--- config.mk ---
export PLATFORM = sky130hd
export DESIGN_NAME = jrlx_top
export DESIGN_NICKNAME = d
export VERILOG_FILES = /design/src/jrlx_pkg.sv /design/src/jrlx_top.sv /design/src/jrlx_fifo.sv
export SDC_FILE = /design/constraint.sdc
export NUM_CORES = 1
export LEC_CHECK = 0
export BUFFER_PORTS_ARGS = -buffer_cell sky130_fd_sc_hd__buf_4
export CORE_MARGIN = 5
export CORE_UTILIZATION = 57
export DETAILED_ROUTE_END_ITERATION = 7
export PLACE_DENSITY = 0.87
export SLEW_MARGIN = 20
export SYNTH_ARGS = -nofsm -noshare
export SYNTH_HDL_FRONTEND = slang
export SYNTH_SLANG_ARGS = --single-unit
--- constraint.sdc ---
create_clock -name clk -period 5.95 [get_ports clk]
set_input_delay 0.2975 -clock clk [delete_from_list [all_inputs] [get_ports clk]]
set_output_delay 0.2975 -clock clk [all_outputs]
set_load 0.01 [all_outputs]
--- src/jrlx_pkg.sv ---
package jrlx_pkg;
  // ****************************************
  // Sizes
  // ****************************************
  localparam int LANE_W = 32;
  localparam int NUM_PHYS = 8;
  localparam int FIFO_DEPTH = 8;
  localparam int DLY_W = 6;
  localparam int SEL_W = 3;
  localparam int IDX_W = 10;
  // ****************************************
  // Register indices, byte address is four times the index
  // ****************************************
  localparam logic [IDX_W-1:0] IDX_FCD0 = 10'h304;
  localparam logic [IDX_W-1:0] IDX_FCD1 = 10'h305;
  localparam logic [IDX_W-1:0] IDX_BRD0 = 10'h306;
  localparam logic [IDX_W-1:0] IDX_BRD1 = 10'h307;
  localparam logic [IDX_W-1:0] IDX_XBAR = 10'h308;
  localparam logic [IDX_W-1:0] IDX_CTRL = 10'h30E;
  localparam logic [IDX_W-1:0] IDX_STAT = 10'h30F;
  // ****************************************
  // Fields and reset values
  // ****************************************
  localparam int SEL0_LSB = 0;
  localparam int SEL1_LSB = 3;
  localparam int CTRL_DUAL_BIT = 0;
  localparam int CTRL_REALIGN_BIT = 1;
  localparam int STAT_REL0_BIT = 0;
  localparam int STAT_REL1_BIT = 1;
  localparam int STAT_DUAL_BIT = 2;
  localparam logic [DLY_W-1:0] RST_FCD = 6'h00;
  localparam logic [DLY_W-1:0] RST_BRD = 6'h3F;
  localparam logic [DLY_W-1:0] BRD_MAX = 6'h0C;
  localparam logic [SEL_W-1:0] RST_SEL0 = 3'h0;
  localparam logic [SEL_W-1:0] RST_SEL1 = 3'h1;
  localparam logic [1:0] RESP_OKAY = 2'h0;
  localparam logic [1:0] RESP_SLVERR = 2'h2;
  typedef enum {ALIGN_IDLE, ALIGN_WAIT, ALIGN_DONE} jrlx_align_t;
endpackage : jrlx_pkg

--- src/jrlx_top.sv ---
`timescale 1ns/1ps
// How it works
// RULE_01: Link 0 has a 6-bit writable delay from the multiframe clock to its local receiver, reset zero.
// RULE_02: Link 1 has its own 6-bit writable multiframe receiver delay, reset zero.
// RULE_03: Link 0 has a 6-bit writable buffer read-out delay in clock cycles, reset 0x3F.
// RULE_04: Link 1 has its own 6-bit writable buffer read-out delay, reset 0x3F.
// RULE_05: Software keeps each read-out delay at 0xC or below.
// RULE_06: A 3-bit field picks the physical lane for logical lane 1, reset physical lane 1.
// RULE_07: A 3-bit field picks the physical lane for logical lane 0, reset physical lane 0.
// RULE_08: A select code is a plain binary index of physical lanes 0 to 7.
// RULE_09: Link 1 settings act only in dual-link mode; in single-link mode only link 0 runs.
// RULE_10: Bits 7 and 6 of these registers read zero and ignore writes.
module jrlx_top (
  input wire logic clk,
  input wire logic reset_n,
  input wire logic [31:0] s_axi_awaddr,
  input wire logic s_axi_awvalid,
  output logic s_axi_awready,
  input wire logic [31:0] s_axi_wdata,
  input wire logic [3:0] s_axi_wstrb,
  input wire logic s_axi_wvalid,
  output logic s_axi_wready,
  output logic [1:0] s_axi_bresp,
  output logic s_axi_bvalid,
  input wire logic s_axi_bready,
  input wire logic [31:0] s_axi_araddr,
  input wire logic s_axi_arvalid,
  output logic s_axi_arready,
  output logic [31:0] s_axi_rdata,
  output logic [1:0] s_axi_rresp,
  output logic s_axi_rvalid,
  input wire logic s_axi_rready,
  input wire logic lmfcPulse,
  input wire logic [jrlx_pkg::NUM_PHYS*jrlx_pkg::LANE_W-1:0] physLaneData,
  input wire logic [jrlx_pkg::NUM_PHYS-1:0] physLaneValid,
  output logic [jrlx_pkg::NUM_PHYS-1:0] physLaneReady,
  output logic [jrlx_pkg::LANE_W-1:0] logicalLane0Data,
  output logic logicalLane0Valid,
  input wire logic logicalLane0Ready,
  output logic [jrlx_pkg::LANE_W-1:0] logicalLane1Data,
  output logic logicalLane1Valid,
  input wire logic logicalLane1Ready,
  output logic lmfcRxLink0,
  output logic lmfcRxLink1
);
  import jrlx_pkg::*;

  // ****************************************
  // Decoding helpers
  // ****************************************
  function automatic logic regHit(input logic [31:0] addr, input logic [IDX_W-1:0] idx);
    regHit = (addr[31:12] == 20'h00000) && (addr[11:2] == idx);
  endfunction : regHit

  function automatic logic [LANE_W-1:0] laneOf(input logic [NUM_PHYS*LANE_W-1:0] bus, input logic [SEL_W-1:0] sel);
    laneOf = bus[sel*LANE_W +: LANE_W];
  endfunction : laneOf

  // ****************************************
  // Register bus slave
  // ****************************************
  logic awReady_r;
  logic wReady_r;
  logic [31:0] awAddr_r;
  logic [7:0] wByte_r;
  logic wLane0_r;
  logic bValid_r;
  logic [1:0] bResp_r;
  logic arReady_r;
  logic rValid_r;
  logic [31:0] rData_r;
  logic [1:0] rResp_r;
  logic [DLY_W-1:0] fcd_r [2];
  logic [DLY_W-1:0] brd_r [2];
  logic [SEL_W-1:0] sel0_r;
  logic [SEL_W-1:0] sel1_r;
  logic dual_r;
  logic realign_r;

  wire doWrite = !awReady_r && !wReady_r && !bValid_r;
  wire wrFcd0 = regHit(awAddr_r, IDX_FCD0);
  wire wrFcd1 = regHit(awAddr_r, IDX_FCD1);
  wire wrBrd0 = regHit(awAddr_r, IDX_BRD0);
  wire wrBrd1 = regHit(awAddr_r, IDX_BRD1);
  wire wrXbar = regHit(awAddr_r, IDX_XBAR);
  wire wrCtrl = regHit(awAddr_r, IDX_CTRL);
  wire wrMapped = wrFcd0 || wrFcd1 || wrBrd0 || wrBrd1 || wrXbar || wrCtrl || regHit(awAddr_r, IDX_STAT);
  wire wrEn = doWrite && wLane0_r;

  assign s_axi_awready = awReady_r;
  assign s_axi_wready = wReady_r;
  assign s_axi_bvalid = bValid_r;
  assign s_axi_bresp = bResp_r;
  assign s_axi_arready = arReady_r;
  assign s_axi_rvalid = rValid_r;
  assign s_axi_rdata = rData_r;
  assign s_axi_rresp = rResp_r;

  always_ff @(posedge clk or negedge reset_n) begin
    if (!reset_n) begin
      awReady_r <= 1'b1;
      wReady_r <= 1'b1;
      awAddr_r <= 32'h00000000;
      wByte_r <= 8'h00;
      wLane0_r <= 1'b0;
      bValid_r <= 1'b0;
      bResp_r <= RESP_OKAY;
    end else begin
      if (s_axi_awvalid && awReady_r) begin
        awReady_r <= 1'b0;
        awAddr_r <= s_axi_awaddr;
      end
      if (s_axi_wvalid && wReady_r) begin
        wReady_r <= 1'b0;
        wByte_r <= s_axi_wdata[7:0];
        wLane0_r <= s_axi_wstrb[0];
      end
      if (doWrite) begin
        bValid_r <= 1'b1;
        bResp_r <= wrMapped ? RESP_OKAY : RESP_SLVERR;
      end else if (bValid_r && s_axi_bready) begin
        bValid_r <= 1'b0;
        awReady_r <= 1'b1;
        wReady_r <= 1'b1;
      end
    end
  end

  // Only the low byte lane carries field bits, and bits 7 and 6 are never stored.
  always_ff @(posedge clk or negedge reset_n) begin
    if (!reset_n) begin
      fcd_r[0] <= RST_FCD;
      fcd_r[1] <= RST_FCD;
      brd_r[0] <= RST_BRD;
      brd_r[1] <= RST_BRD;
      sel0_r <= RST_SEL0;
      sel1_r <= RST_SEL1;
      dual_r <= 1'b0;
      realign_r <= 1'b0;
    end else begin
      realign_r <= wrEn && wrCtrl && wByte_r[CTRL_REALIGN_BIT];
      if (wrEn && wrFcd0) begin
        fcd_r[0] <= wByte_r[DLY_W-1:0]; // see RULE_01 see RULE_10
      end
      if (wrEn && wrFcd1) begin
        fcd_r[1] <= wByte_r[DLY_W-1:0]; // see RULE_02 see RULE_10
      end
      if (wrEn && wrBrd0) begin
        brd_r[0] <= wByte_r[DLY_W-1:0]; // see RULE_03 see RULE_10
      end
      if (wrEn && wrBrd1) begin
        brd_r[1] <= wByte_r[DLY_W-1:0]; // see RULE_04 see RULE_10
      end
      if (wrEn && wrXbar) begin
        sel0_r <= wByte_r[SEL0_LSB +: SEL_W]; // see RULE_07
        sel1_r <= wByte_r[SEL1_LSB +: SEL_W]; // see RULE_06
      end
      if (wrEn && wrCtrl) begin
        dual_r <= wByte_r[CTRL_DUAL_BIT];
      end
    end
  end

  // ****************************************
  // Read path
  // ****************************************
  jrlx_align_t st_r [2];
  wire rel0 = (st_r[0] == ALIGN_DONE);
  wire rel1 = (st_r[1] == ALIGN_DONE);
  wire rdFcd0 = regHit(s_axi_araddr, IDX_FCD0);
  wire rdFcd1 = regHit(s_axi_araddr, IDX_FCD1);
  wire rdBrd0 = regHit(s_axi_araddr, IDX_BRD0);
  wire rdBrd1 = regHit(s_axi_araddr, IDX_BRD1);
  wire rdXbar = regHit(s_axi_araddr, IDX_XBAR);
  wire rdCtrl = regHit(s_axi_araddr, IDX_CTRL);
  wire rdStat = regHit(s_axi_araddr, IDX_STAT);
  wire rdMapped = rdFcd0 || rdFcd1 || rdBrd0 || rdBrd1 || rdXbar || rdCtrl || rdStat;
  wire [7:0] xbarVal = {2'b00, sel1_r, sel0_r};
  wire [7:0] statVal = {5'b00000, dual_r, rel1, rel0};
  wire [7:0] rdByte = rdFcd0 ? {2'b00, fcd_r[0]} :
                      rdFcd1 ? {2'b00, fcd_r[1]} :
                      rdBrd0 ? {2'b00, brd_r[0]} :
                      rdBrd1 ? {2'b00, brd_r[1]} :
                      rdXbar ? xbarVal :
                      rdCtrl ? {7'b0000000, dual_r} :
                      rdStat ? statVal : 8'h00; // see RULE_10

  always_ff @(posedge clk or negedge reset_n) begin
    if (!reset_n) begin
      arReady_r <= 1'b1;
      rValid_r <= 1'b0;
      rData_r <= 32'h00000000;
      rResp_r <= RESP_OKAY;
    end else if (s_axi_arvalid && arReady_r) begin
      arReady_r <= 1'b0;
      rValid_r <= 1'b1;
      rData_r <= {24'h000000, rdByte};
      rResp_r <= rdMapped ? RESP_OKAY : RESP_SLVERR;
    end else if (rValid_r && s_axi_rready) begin
      rValid_r <= 1'b0;
      arReady_r <= 1'b1;
    end
  end

  // ****************************************
  // Multiframe receiver delay and buffer release
  // ****************************************
  logic [1:0] linkActive;
  logic [DLY_W-1:0] dlyCnt_r [2];
  logic [1:0] dlyRun_r;
  logic [1:0] lmfcRx_r;
  logic [DLY_W-1:0] varCnt_r [2];
  assign linkActive = {dual_r, 1'b1}; // see RULE_09
  assign lmfcRxLink0 = lmfcRx_r[0];
  assign lmfcRxLink1 = lmfcRx_r[1];

  // The read-out delay holds up to 63 cycles, but the lane buffer only bridges the documented range.
  always_ff @(posedge clk or negedge reset_n) begin
    if (!reset_n) begin
      for (int l = 0; l < 2; l++) begin
        dlyCnt_r[l] <= '0;
        varCnt_r[l] <= '0;
        st_r[l] <= ALIGN_IDLE;
      end
      dlyRun_r <= 2'b00;
      lmfcRx_r <= 2'b00;
    end else begin
      for (int l = 0; l < 2; l++) begin
        lmfcRx_r[l] <= dlyRun_r[l] && (dlyCnt_r[l] == fcd_r[l]); // see RULE_01 see RULE_02
        if (!linkActive[l]) begin
          dlyRun_r[l] <= 1'b0;
        end else if (lmfcPulse) begin
          dlyRun_r[l] <= 1'b1;
          dlyCnt_r[l] <= '0;
        end else if (dlyRun_r[l]) begin
          dlyRun_r[l] <= (dlyCnt_r[l] != fcd_r[l]);
          dlyCnt_r[l] <= dlyCnt_r[l] + DLY_W'(1);
        end
        case (st_r[l])
          ALIGN_IDLE: begin
            if (linkActive[l] && lmfcRx_r[l]) begin
              st_r[l] <= ALIGN_WAIT;
              varCnt_r[l] <= '0;
            end
          end
          ALIGN_WAIT: begin
            varCnt_r[l] <= varCnt_r[l] + DLY_W'(1);
            if (varCnt_r[l] == brd_r[l]) begin
              st_r[l] <= ALIGN_DONE; // see RULE_03 see RULE_04 see RULE_05
            end
          end
          ALIGN_DONE: begin
            st_r[l] <= ALIGN_DONE;
          end
          default: begin
            st_r[l] <= ALIGN_IDLE;
          end
        endcase
        if (!linkActive[l] || realign_r) begin
          st_r[l] <= ALIGN_IDLE;
        end
      end
    end
  end

  // ****************************************
  // Lane crossbar and lane buffers
  // ****************************************
  wire lane1Rel = dual_r ? rel1 : rel0; // see RULE_09
  wire [LANE_W-1:0] xIn0 = laneOf(physLaneData, sel0_r); // see RULE_07 see RULE_08
  wire [LANE_W-1:0] xIn1 = laneOf(physLaneData, sel1_r); // see RULE_06 see RULE_08
  wire xVal0 = physLaneValid[sel0_r];
  wire xVal1 = physLaneValid[sel1_r];
  logic fifoRdy0;
  logic fifoRdy1;

  // Lanes that feed no logical lane are drained so an idle source never blocks.
  always_comb begin
    for (int p = 0; p < NUM_PHYS; p++) begin
      physLaneReady[p] = 1'b1;
      if (SEL_W'(p) == sel0_r && !fifoRdy0) begin
        physLaneReady[p] = 1'b0;
      end
      if (SEL_W'(p) == sel1_r && !fifoRdy1) begin
        physLaneReady[p] = 1'b0;
      end
    end
  end

  jrlx_fifo #(.W(LANE_W), .D(FIFO_DEPTH)) u_fifo0 (
    .clk(clk),
    .reset_n(reset_n),
    .flush(realign_r),
    .inData(xIn0),
    .inValid(xVal0 && physLaneReady[sel0_r]),
    .inReady(fifoRdy0),
    .readEn(rel0),
    .outData(logicalLane0Data),
    .outValid(logicalLane0Valid),
    .outReady(logicalLane0Ready)
  );

  jrlx_fifo #(.W(LANE_W), .D(FIFO_DEPTH)) u_fifo1 (
    .clk(clk),
    .reset_n(reset_n),
    .flush(realign_r),
    .inData(xIn1),
    .inValid(xVal1 && physLaneReady[sel1_r]),
    .inReady(fifoRdy1),
    .readEn(lane1Rel),
    .outData(logicalLane1Data),
    .outValid(logicalLane1Valid),
    .outReady(logicalLane1Ready)
  );
endmodule : jrlx_top

--- src/jrlx_fifo.sv ---
`timescale 1ns/1ps
module jrlx_fifo #(
  parameter int W = 32,
  parameter int D = 8
) (
  input wire logic clk,
  input wire logic reset_n,
  input wire logic flush,
  input wire logic [W-1:0] inData,
  input wire logic inValid,
  output logic inReady,
  input wire logic readEn,
  output logic [W-1:0] outData,
  output logic outValid,
  input wire logic outReady
);
  localparam int AW = $clog2(D);
  logic [W-1:0] mem [D];
  logic [AW-1:0] wrPtr_r;
  logic [AW-1:0] rdPtr_r;
  logic [AW:0] cnt_r;
  logic [AW:0] cnt_nxt;
  logic inReady_r;
  logic outValid_r;
  logic [W-1:0] outData_r;
  wire push = inValid && inReady_r;
  wire pop = readEn && (cnt_r != '0) && (!outValid_r || outReady);
  wire drain = outValid_r && outReady && !pop;
  assign cnt_nxt = cnt_r + (AW+1)'(push) - (AW+1)'(pop);
  assign inReady = inReady_r;
  assign outValid = outValid_r;
  assign outData = outData_r;

  // A word popped from memory leaves the count, so the output stage adds one slot of slack.
  always_ff @(posedge clk or negedge reset_n) begin
    if (!reset_n) begin
      wrPtr_r <= '0;
      rdPtr_r <= '0;
      cnt_r <= '0;
      inReady_r <= 1'b1;
      outValid_r <= 1'b0;
      outData_r <= '0;
    end else if (flush) begin
      wrPtr_r <= '0;
      rdPtr_r <= '0;
      cnt_r <= '0;
      inReady_r <= 1'b1;
      outValid_r <= 1'b0;
    end else begin
      if (push) begin
        wrPtr_r <= wrPtr_r + AW'(1);
      end
      if (pop) begin
        rdPtr_r <= rdPtr_r + AW'(1);
        outData_r <= mem[rdPtr_r];
        outValid_r <= 1'b1;
      end else if (drain) begin
        outValid_r <= 1'b0;
      end
      cnt_r <= cnt_nxt;
      inReady_r <= (cnt_nxt != (AW+1)'(D));
    end
  end

  always_ff @(posedge clk) begin
    if (push) begin
      mem[wrPtr_r] <= inData;
    end
  end
endmodule : jrlx_fifo

After elaboration in Yosys (flattened, before gate mapping):

Memory sizes are Yosys's and may differ from the RTL's. A register that Yosys moved wholly into a read port is not among the register bits.
Index checks and enable logic that the tools add are counted.
W data, S select, Z words.

* divide/modulo/power cells: 0
* reductions and logical operators: 114
* $add $sub $neg: 12
* bitwise operators: 1
* multipliers: 0
* shifts and indexed selects: 2
* magnitude comparators: 2
* multiplexer cells: 89
* eq/ne operators: 48

Operators with widths (number)
* $shiftx A256 B9 Y32: 2
* $mux W32: 6
* $pmux W32 S3: 2
* $eq A10 B10 Y1 const B: 14
* $mux W6: 11
* $eq A32 B1 Y1 const B: 2
* $eq A32 B2 Y1 const B: 2
* $eq A32 B3 Y1 const B: 2
* $logic_not A32 Y1: 2
* $logic_and A1 B1 Y1: 60
* $mux W1: 50
* $logic_not A20 Y1: 2
* $mux W3: 10
* $add A6 B1 Y6 const B: 4
* $eq A3 B3 Y1 const A: 8
* $eq A6 B6 Y1: 4
* $pmux W6 S2: 2
* $reduce_bool A2 Y1: 10
* $logic_or A1 B1 Y1: 15
* $reduce_and A2 Y1: 7
* $add A3 B1 Y3 const B: 4
* $bmux W1 S3: 4
* $eq A2 B3 Y1 const A: 4
* $logic_not A1 Y1: 12
* other kinds (14): 29

* latch bits: 0
* memories kept: 2
* memory bits (read-only): 0
* word-level logic and storage cells: 307
* RAM bits: 512
* output and inout port bits: 117
* register bits: 204

Memory list
* u_fifo0.mem: depth 8, width 32, rd ports 1, clocked after Yosys merged registers in 1, wr ports 1, line jrlx_fifo.sv:18 `logic [W-1:0] mem [D];`
* u_fifo1.mem: depth 8, width 32, rd ports 1, clocked after Yosys merged registers in 1, wr ports 1, line jrlx_fifo.sv:18

Logic depth before layout (Yosys ltp):

Gate-level depths: netlist of the first run.

* depth in word-level cells: 12
* gate-level depth with buffers: 14
* gate-level depth less buffers: 13

By module:

A second synthesis of the first run with hierarchy kept.

* cell total of the unflattened synthesis: 1908
* area total of the unflattened synthesis: 32762.7 µm²

Modules (own cells, without submodules)
* jrlx_fifo: area each 11422.2 µm², instances 2, cells an instance 546
* jrlx_top: area each 9918.3 µm², instances 1, cells an instance 816

Least setup slack after synthesis of the first run:

Ideal clock, no wire load.

* path kind: register to register
* start: register u_fifo0.inReady_r, in the netlist u_fifo0.inReady
* end: memory u_fifo0.mem[4][0], enable pin
* arrival time: 4.907 ns
* slack: 0.530 ns
* buffers on the path: 2
* stages on the path, launching flop included: 8
* library setup time: 0.513 ns
* cell sequence: dfstp_2 -> buf_2 -> nor2_1 -> a221oi_1 -> nor3_1 -> o211a_1 -> buf_4 -> nor4b_1

* cells in the longest elaborated chain, start to end: 10
* elaborated cells between the ends (all ways): 31
* those cells by class: mux (20); reduce/logical (11)

Ends and longest elaborated chain
* from (decl): line jrlx_fifo.sv:23 `logic inReady_r;`
* from (signal assigned): line jrlx_fifo.sv:61 `inReady_r <= (cnt_nxt != (AW+1)'(D));`
* $logic_not A1 Y1: line jrlx_top.sv:281 `if (SEL_W'(p) == sel0_r && !fifoRdy0) begin`
* $logic_and A1 B1 Y1: line jrlx_top.sv:281
* $mux W1: line jrlx_top.sv:281
* $mux W1: line jrlx_top.sv:284 `if (SEL_W'(p) == sel1_r && !fifoRdy1) begin`
* $bmux W1 S3: line jrlx_top.sv:295 `.inValid(xVal0 && physLaneReady[sel0_r]),`
* $mux W1 (not written as such): line jrlx_top.sv:295
* $logic_and A1 B1 Y1: line jrlx_top.sv:295
* $logic_and A1 B1 Y1 *: line jrlx_fifo.sv:26 `wire push = inValid && inReady_r;`
* $mux W1 *: line jrlx_fifo.sv:66 `if (push) begin`
* $mux W1 (not written as such) *: line jrlx_fifo.sv:67 `mem[wrPtr_r] <= inData;`
* to (decl): line jrlx_fifo.sv:18

Every way passes the cells marked *; elsewhere a longest branch is shown, timed or not. The select of a mux whose other input is x is not followed.

Worst setup path after layout of the first run:

* start: register sel1_r[0]
* end: register u_fifo1.inReady_r, in the netlist u_fifo1.inReady

* cells in the longest elaborated chain, start to end: 11
* elaborated cells between the ends (all ways): 34
* those cells by class: add/sub (2); eq/ne (8); mux (13); reduce/logical (11)

Ends and longest elaborated chain
* from (decl): line jrlx_top.sv:76 `logic [SEL_W-1:0] sel1_r;`
* from (signal assigned): line jrlx_top.sv:156 `sel1_r <= wByte_r[SEL1_LSB +: SEL_W];`
* $eq A1 B3 Y1, or another cell as far along: line jrlx_top.sv:284
* $logic_and A1 B1 Y1: line jrlx_top.sv:284
* $mux W1: line jrlx_top.sv:284
* $bmux W1 S3: line jrlx_top.sv:308 `.inValid(xVal1 && physLaneReady[sel1_r]),`
* $mux W1 (not written as such): line jrlx_top.sv:308
* $logic_and A1 B1 Y1 *: line jrlx_top.sv:308
* $logic_and A1 B1 Y1 *: line jrlx_fifo.sv:26
* $add A4 B1 Y4 *: line jrlx_fifo.sv:29 `assign cnt_nxt = cnt_r + (AW+1)'(push) - (AW+1)'(pop);`
* $sub A4 B1 Y4 *: line jrlx_fifo.sv:29
* $ne A4 B4 Y1 *: line jrlx_fifo.sv:61
* $mux W1 *: line jrlx_fifo.sv:43 `end else if (flush) begin`
* to (signal assigned): line jrlx_fifo.sv:61
* to (decl): line jrlx_fifo.sv:23

Marked as above.
A chain may end at the register's enable or synchronous reset.

==> flow_summary.ini, run 1 <==
[worst_hold_path]
hold_end = u_fifo1.outValid
hold_path.class = in2reg
holdPathStages = 4
hold_start = logicalLane1Ready

[critical_path]
crit_chain = buf_4, nor3_1, nor3_1, and3_1, inv_1, ha_1, a21o_1, a21oi_1, xnor2_1, nor2_1, nand4b_1
critPathTopFamily = simple AND/OR/NAND/NOR gates
end_kind = register
slowest_stage = dfstp_4
criticalPathCategory = reg2reg
cpPeakStageDelay_ns = 1.05
ff2ff_path_depth = 11
arrival_ns = 4.60
start_kind = register
reg2reg_from = sel1_r[0]
critPathMaxFanout = 43
worst_path_most_repeated_cell = nor3_1
rr_endpoint = u_fifo1.inReady
rrSetupSlack_ns = 1.87
crit_buf_inv = 2
cp.required_ns = 6.47

[clock_tree]
clk_pin_slew_ns = 0.06
clockBufferDepth = 3
cts_resized = 0
cts-root-buf = clkbuf_16
clock_sink_count = 714
htree_num_levels = 3
cts_tree = built
worstSkewPairLatency_ns = 0.62
cts_setup_buffers = 0
ctsHoldBuffers = 47
cts_buffers = 69

[yosys]
ys_seq_area_frac = 0.625
synth_edf_count = 512
synthCells = 1958
syn_area_per_cell_um2 = 16.7
yosys_warnings = 0
ys_async_sr_fraction = 0.283
synth_area_um2 = 32700
yosys_register_bits = 714
yosysTopAreaCell = edfxtp_1
yosysUniqueCellTypes = 68
synth_ff_type = edfxtp_1
synth_top_area_share = 0.469
synth_area_leaders = edfxtp_1 47%, mux4_2 18%, dfrtp_1 14%

[final_layout]
final_cell_mix = 512 x edfxtp_1, 457 x buf_4, 261 x mux4_2
final_common_cell = edfxtp_1
seq_area_um2 = 20500
area_growth_pct = 20.1
postLayoutCellArea_um2 = 39300
postLayoutCoreUtil = 0.695
fill_cells = 3589
layout.nets = 2818
drive_above_1_share = 0.397
multiInputGateArea_um2 = 11600

[floorplanning]
rows = 87
dieArea_um2 = 62300
die_height_um = 250
coreArea_um2 = 56600
initial_utilization = 0.579
die_x_um = 250
io-pin-count = 491

[placed_design]
dp_hpwl_um = 59300
place_area_um2 = 36600
gp_congestion = 1.03
numPortBuffers = 429
dp_slack_ns = 1.78

[global_route]
grt_pass1_vias = 22000
grt_pass1_wl_um = 140000
grt-ovfl-total = 0
track_usage = 0.300
antenna_found_initial = 4
grt_start_max_net_pins = 132

[power_and_ir_drop]
p_per_area_nw_per_um2 = 410
finalPower_mw = 16.1
p_leak_nw = 14.6
ir_drop_mv = 0.264

[status]
status = complete, no violations

[sta]
setup_viol = 0
finalHoldViolations = 0
relSlewSlack = 0.239
skew_ns = 0.0287
fin_crit_sh = 0.686
grt_setup_unrepaired = false
drv_slew = 0
tightest_slew_ns = 1.14
fin_crit_ns = 4.08
setup_ws_ns = 1.87
fin_setup_tns_ns = 0
fmax_mhz = 245

[route]
drt_iter0_drc = 1989
firstDrtPassIters = 7
vias_per_cell = 6.40
drc = 0
via_count = 20700
drtAntennaViolNets = 0
drt_wl_total_um = 94600
wire_per_inst_um = 29.3

[job]
maxCapViolCount = 0
## kinds of logic (layout without fill, tap and decap cells)
| group | Yosys count | after routing | synth area share |
|---|---|---|---|
| buf+inv | 185 | 671 | 0.0280 |
| mux | 442 | 442 | 0.239 |
| flops | 714 | 714 | 0.625 |
| simple gates | 386 | 386 | 0.0567 |
| other cells | 1 | 29 | 0.000115 |
| fa+ha+maj | 27 | 27 | 0.0108 |
| compound gates | 158 | 158 | 0.0288 |
| xor+xnor | 45 | 45 | 0.0120 |
## power by group
part | total, mW | internal, mW | switching (mW)
sequential | 7.16 | 6.36 | 0.800
combinational | 4.64 | 2.24 | 2.40
clock | 4.34 | 2.44 | 1.90
total | 16.1 | 11.0 | 5.10
## worst max-delay path by stage
stage	start	to	slack [ns]	cells after the start
6_report	sel1_r[0]	u_fifo1.inReady	1.87	11
5_1_grt	sel1_r[0]	u_fifo1.inReady	1.47	11
4_1_cts	sel1_r[0]	u_fifo1.inReady	1.76	11
3_5_place_dp	sel1_r[0]	u_fifo1.inReady	1.78	11
3_3_place_gp	sel1_r[0]	u_fifo1.inReady	1.87	11
2_1_floorplan	u_fifo0.inReady	u_fifo0.mem[4][0]	0.53	7
## registers in the layout (all words and copies together) (netlist names), 2 cells and up
| register | cells |
|---|---|
| sel0_r | 3 |
| brd_r | 12 |
| u_fifo1.outData | 32 |
| varCnt_r | 12 |
| u_fifo0.rdPtr_r | 3 |
| u_fifo1.mem | 256 |
| s_axi_rdata | 6 |
| awAddr_r | 30 |
| u_fifo0.wrPtr_r | 3 |
| sel1_r | 3 |
| u_fifo0.cnt_r | 4 |
| u_fifo0.mem | 256 |
| dlyRun_r | 2 |
| u_fifo1.rdPtr_r | 3 |
| dlyCnt_r | 12 |
| wByte_r | 6 |
| st_r | 4 |
| lmfcRx_r | 2 |
| fcd_r | 12 |
| u_fifo1.cnt_r | 4 |
| u_fifo0.outData | 32 |
| u_fifo1.wrPtr_r | 3 |
## cell usage after synthesis (18+ instances only)
cell type,number
dfstp_2,18
mux2_2,108
nand2_1,144
buf_4,44
o21ai_0,21
a21oi_1,82
mux2i_1,73
xnor2_1,23
xor2_1,22
clkbuf_1,49
nor2_1,113
mux4_2,261
buf_2,35
inv_1,40
dfrtp_1,184
ha_1,25
edfxtp_1,512
## layout make-up
class / instances / area share
Sequential cell: 714 / 0.521
Multi-Input combinational cell: 1086 / 0.295
Timing Repair Buffer: 506 / 0.100
Clock buffer: 93 / 0.0483
Tap cell: 756 / 0.0240
Clock inverter: 32 / 0.00773
Inverter: 40 / 0.00382
Antenna cell: 1 / 0.0000636
## worst reg2reg max path, stage by stage, from the launching register on
cell,delay (ns)
dfstp_4,1.05
buf_4,0.81
nor3_1,0.14
nor3_1,0.29
and3_1,0.63
inv_1,0.11
ha_1,0.24
a21o_1,0.19
a21oi_1,0.21
xnor2_1,0.09
nor2_1,0.13
nand4b_1,0.12
## metal layers
| metal | share of wire | vias up | global-route usage | routed length [um] |
|---|---|---|---|---|
| met4 | 0.044 | 4 | 0.120 | 4150 |
| li1 | - | 8573 | - | - |
| met5 | 0.00029 | - | 0 | 27 |
| met3 | 0.091 | 216 | 0.0669 | 8630 |
| met2 | 0.52 | 1249 | 0.528 | 49500 |
| met1 | 0.34 | 10600 | 0.362 | 32300 |
## stage by stage
stage                     hold WS [ns]  cells
after floorplan                0.00191   1985
after global placement           0.454   3054
after detailed placement         0.465   3054
after CTS                       0.0346   3226
after global routing            0.0698   3227
final                           0.0568   3228
Power figures use the tool's default switching activity.
==> run 2, diff against run 1 <==
Settings changed: ABC_AREA set to 1, CORE_UTILIZATION 57 to 52, PLACE_DENSITY 0.87 to 0.84.
Clock period 5.95 ns to 3.4 ns, I/O delays scaled along.
==> run 2 against run 1 <==
Effect of this change: clock power up 87%; synthesized area down 0.11%; cell count up 39%; non-clock buffer count up 65; sequential power up 65%.
==> flow_summary.ini, run 2 <==
[global_route]
gr-usage-met2 = 0.492
grt-ovfl-total = 0
grt_use_met3 = 0.0609
grt_pass1_wl_um = 158000
met1_usage = 0.390
grt_start_max_net_pins = 130
grt_pass1_vias = 26500
track_usage = 0.308
antenna_found_initial = 2
grt-busiest-layer = met2

[clock_tree]
cts_buffers = 70
htree_num_levels = 3
clockBufferDepth = 3
clock_sink_count = 714
cts_tree = built
clk_pin_slew_ns = 0.07
cts-root-buf = clkbuf_16
worstSkewPairLatency_ns = 0.62
cts_resized = 0
cts_setup_buffers = 0

[route]
drt_wl_total_um = 108000
wire_per_inst_um = 24.0
drc = 0
firstDrtPassIters = 8
via_count = 27300
vias_per_cell = 6.06
drt_iter0_drc = 3348
drtAntennaViolNets = 0

[yosys]
ys_async_sr_fraction = 0.283
synth_ff_type = edfxtp_1
yosys_warnings = 0
yosysTopAreaCell = edfxtp_1
synth_top_area_share = 0.470
yosys_register_bits = 714
synth_area_leaders = edfxtp_1 47%, dfrtp_1 14%, nand2_1 7.0%
synthCells = 3146
synthTopCellsByCount = 610 x nand2_1, 512 x edfxtp_1, 355 x nor2_1
ys_seq_area_frac = 0.625
synth_most_common_cell = nand2_1
synth_area_um2 = 32700
yosysUniqueCellTypes = 54
syn_area_per_cell_um2 = 10.4
synth_edf_count = 512

[power_and_ir_drop]
ir_drop_mv = 0.717
p_per_area_nw_per_um2 = 723
p_leak_nw = 15.9

[critical_path]
criticalPathCategory = reg2reg
critPathMaxFanout = 20
arrival_ns = 3.22
start_kind = register
cp.required_ns = 3.58
end_kind = register

[sta]
setup_viol = 0
holdWs_ns = 0.0915
relSlewSlack = 0.265
fmax_mhz = 329
finalHoldViolations = 0
skew_ns = 0.0346
fin_crit_ns = 3.04
drv_slew = 0
grt_setup_unrepaired = false
fin_setup_tns_ns = 0
tightest_slew_ns = 1.09
fin_crit_sh = 0.893

[floorplanning]
rows = 92
io-pin-count = 491
dieArea_um2 = 68000
coreArea_um2 = 62700
die_x_um = 261
initial_utilization = 0.521
die_height_um = 261

[final_layout]
fill_cells = 4693
drive_above_1_share = 0.205
layout.nets = 4000
multiInputGateArea_um2 = 10700
postLayoutCellArea_um2 = 39900
final_cell_mix = 610 x nand2_1, 512 x edfxtp_1, 507 x buf_4
reg_top3 = u_fifo0.mem: 256 flops, u_fifo1.mem: 256 flops
seq_area_um2 = 20500
final_common_cell = nand2_1
area_growth_pct = 22.1

[placed_design]
gp_congestion = 0.925
numPortBuffers = 429
dp_hpwl_um = 71200
place_area_um2 = 37000

[status]
status = complete, no violations

[worst_hold_path]
hold_path.class = in2reg

[job]
maxCapViolCount = 0
-- run 2: where the power goes --
part           internal, mW  total [mW]  switching (mW)
logic                  3.07        9.01            5.94
clock network          4.75        8.13            3.37
registers              11.0        11.8           0.723
-- run 2: worst paths after layout --
check	cells past startpoint	startpoint	endpoint	slack (ns)
min	4	s_axi_arvalid	s_axi_arready	0.09
max in group asynchronous	3	reset_n	s_axi_wready	2.14
min reg2reg	2	u_fifo0.outData[29]	u_fifo0.outData[29]	0.48
max	6	sel0_r[1]	u_fifo0.mem[7][24]	0.36
min in group asynchronous	2	reset_n	s_axi_rdata[1]	0.19
max reg2reg	6	sel0_r[1]	u_fifo0.mem[7][24]	0.36
-- run 2: repair_timing --
action / CTS / global route
endpoints found under the hold margin: 145 / 0
endpoints found under the setup margin: 0 / 0
hold buffers: 47 / 0
-- run 2: cells by family after synthesis --
family / share of synthesized area
and+or+nand+nor: 0.153
AOI/OAI and AO/OA: 0.142
DFF: 0.625
buffers and inverters: 0.0527
muxes: 0.00964
adders and majority gates: 0.0108
xor gates and xnor gates: 0.00643
other: 0.000115
-- run 2: stage by stage --
step           std cells  power, mW   util  setup slack (ns)
3_5_place_dp        4325       20.6  0.590             0.576
3_3_place_gp        4325       20.2  0.590             0.627
5_1_grt             4500       30.3  0.636             0.284
6_report            4503       28.9  0.637             0.363
2_1_floorplan       3173       17.1      -             0.133
4_1_cts             4499       28.8  0.636             0.552
-- run 2: cell type report --
| cell class | count | area share |
|---|---|---|
| well taps | 846 | 0.0265 |
| flip-flops and latches | 714 | 0.512 |
| inverters | 189 | 0.0179 |
| clock inverters | 43 | 0.0136 |
| clock buffers | 84 | 0.0470 |
| diodes | 3 | 0.000188 |
| multi-input cells | 2053 | 0.268 |
| repair buffers | 571 | 0.115 |
-- run 2: critical path, cell delays in order, from the launching register on --
cell and delay [ns]:
dfrtp_1 0.43, inv_2 0.15, nor2_4 0.05, inv_2 0.44, o22ai_1 0.14, a221oi_1 0.79, o21ai_0 0.58
-- run 2: per-layer routing --
| metal | wire (um) | vias up |
|---|---|---|
| met5 | 14 | - |
| met2 | 49800 | 1798 |
| li1 | - | 12100 |
| met4 | 7370 | 2 |
| met1 | 39600 | 13000 |
| met3 | 11300 | 321 |
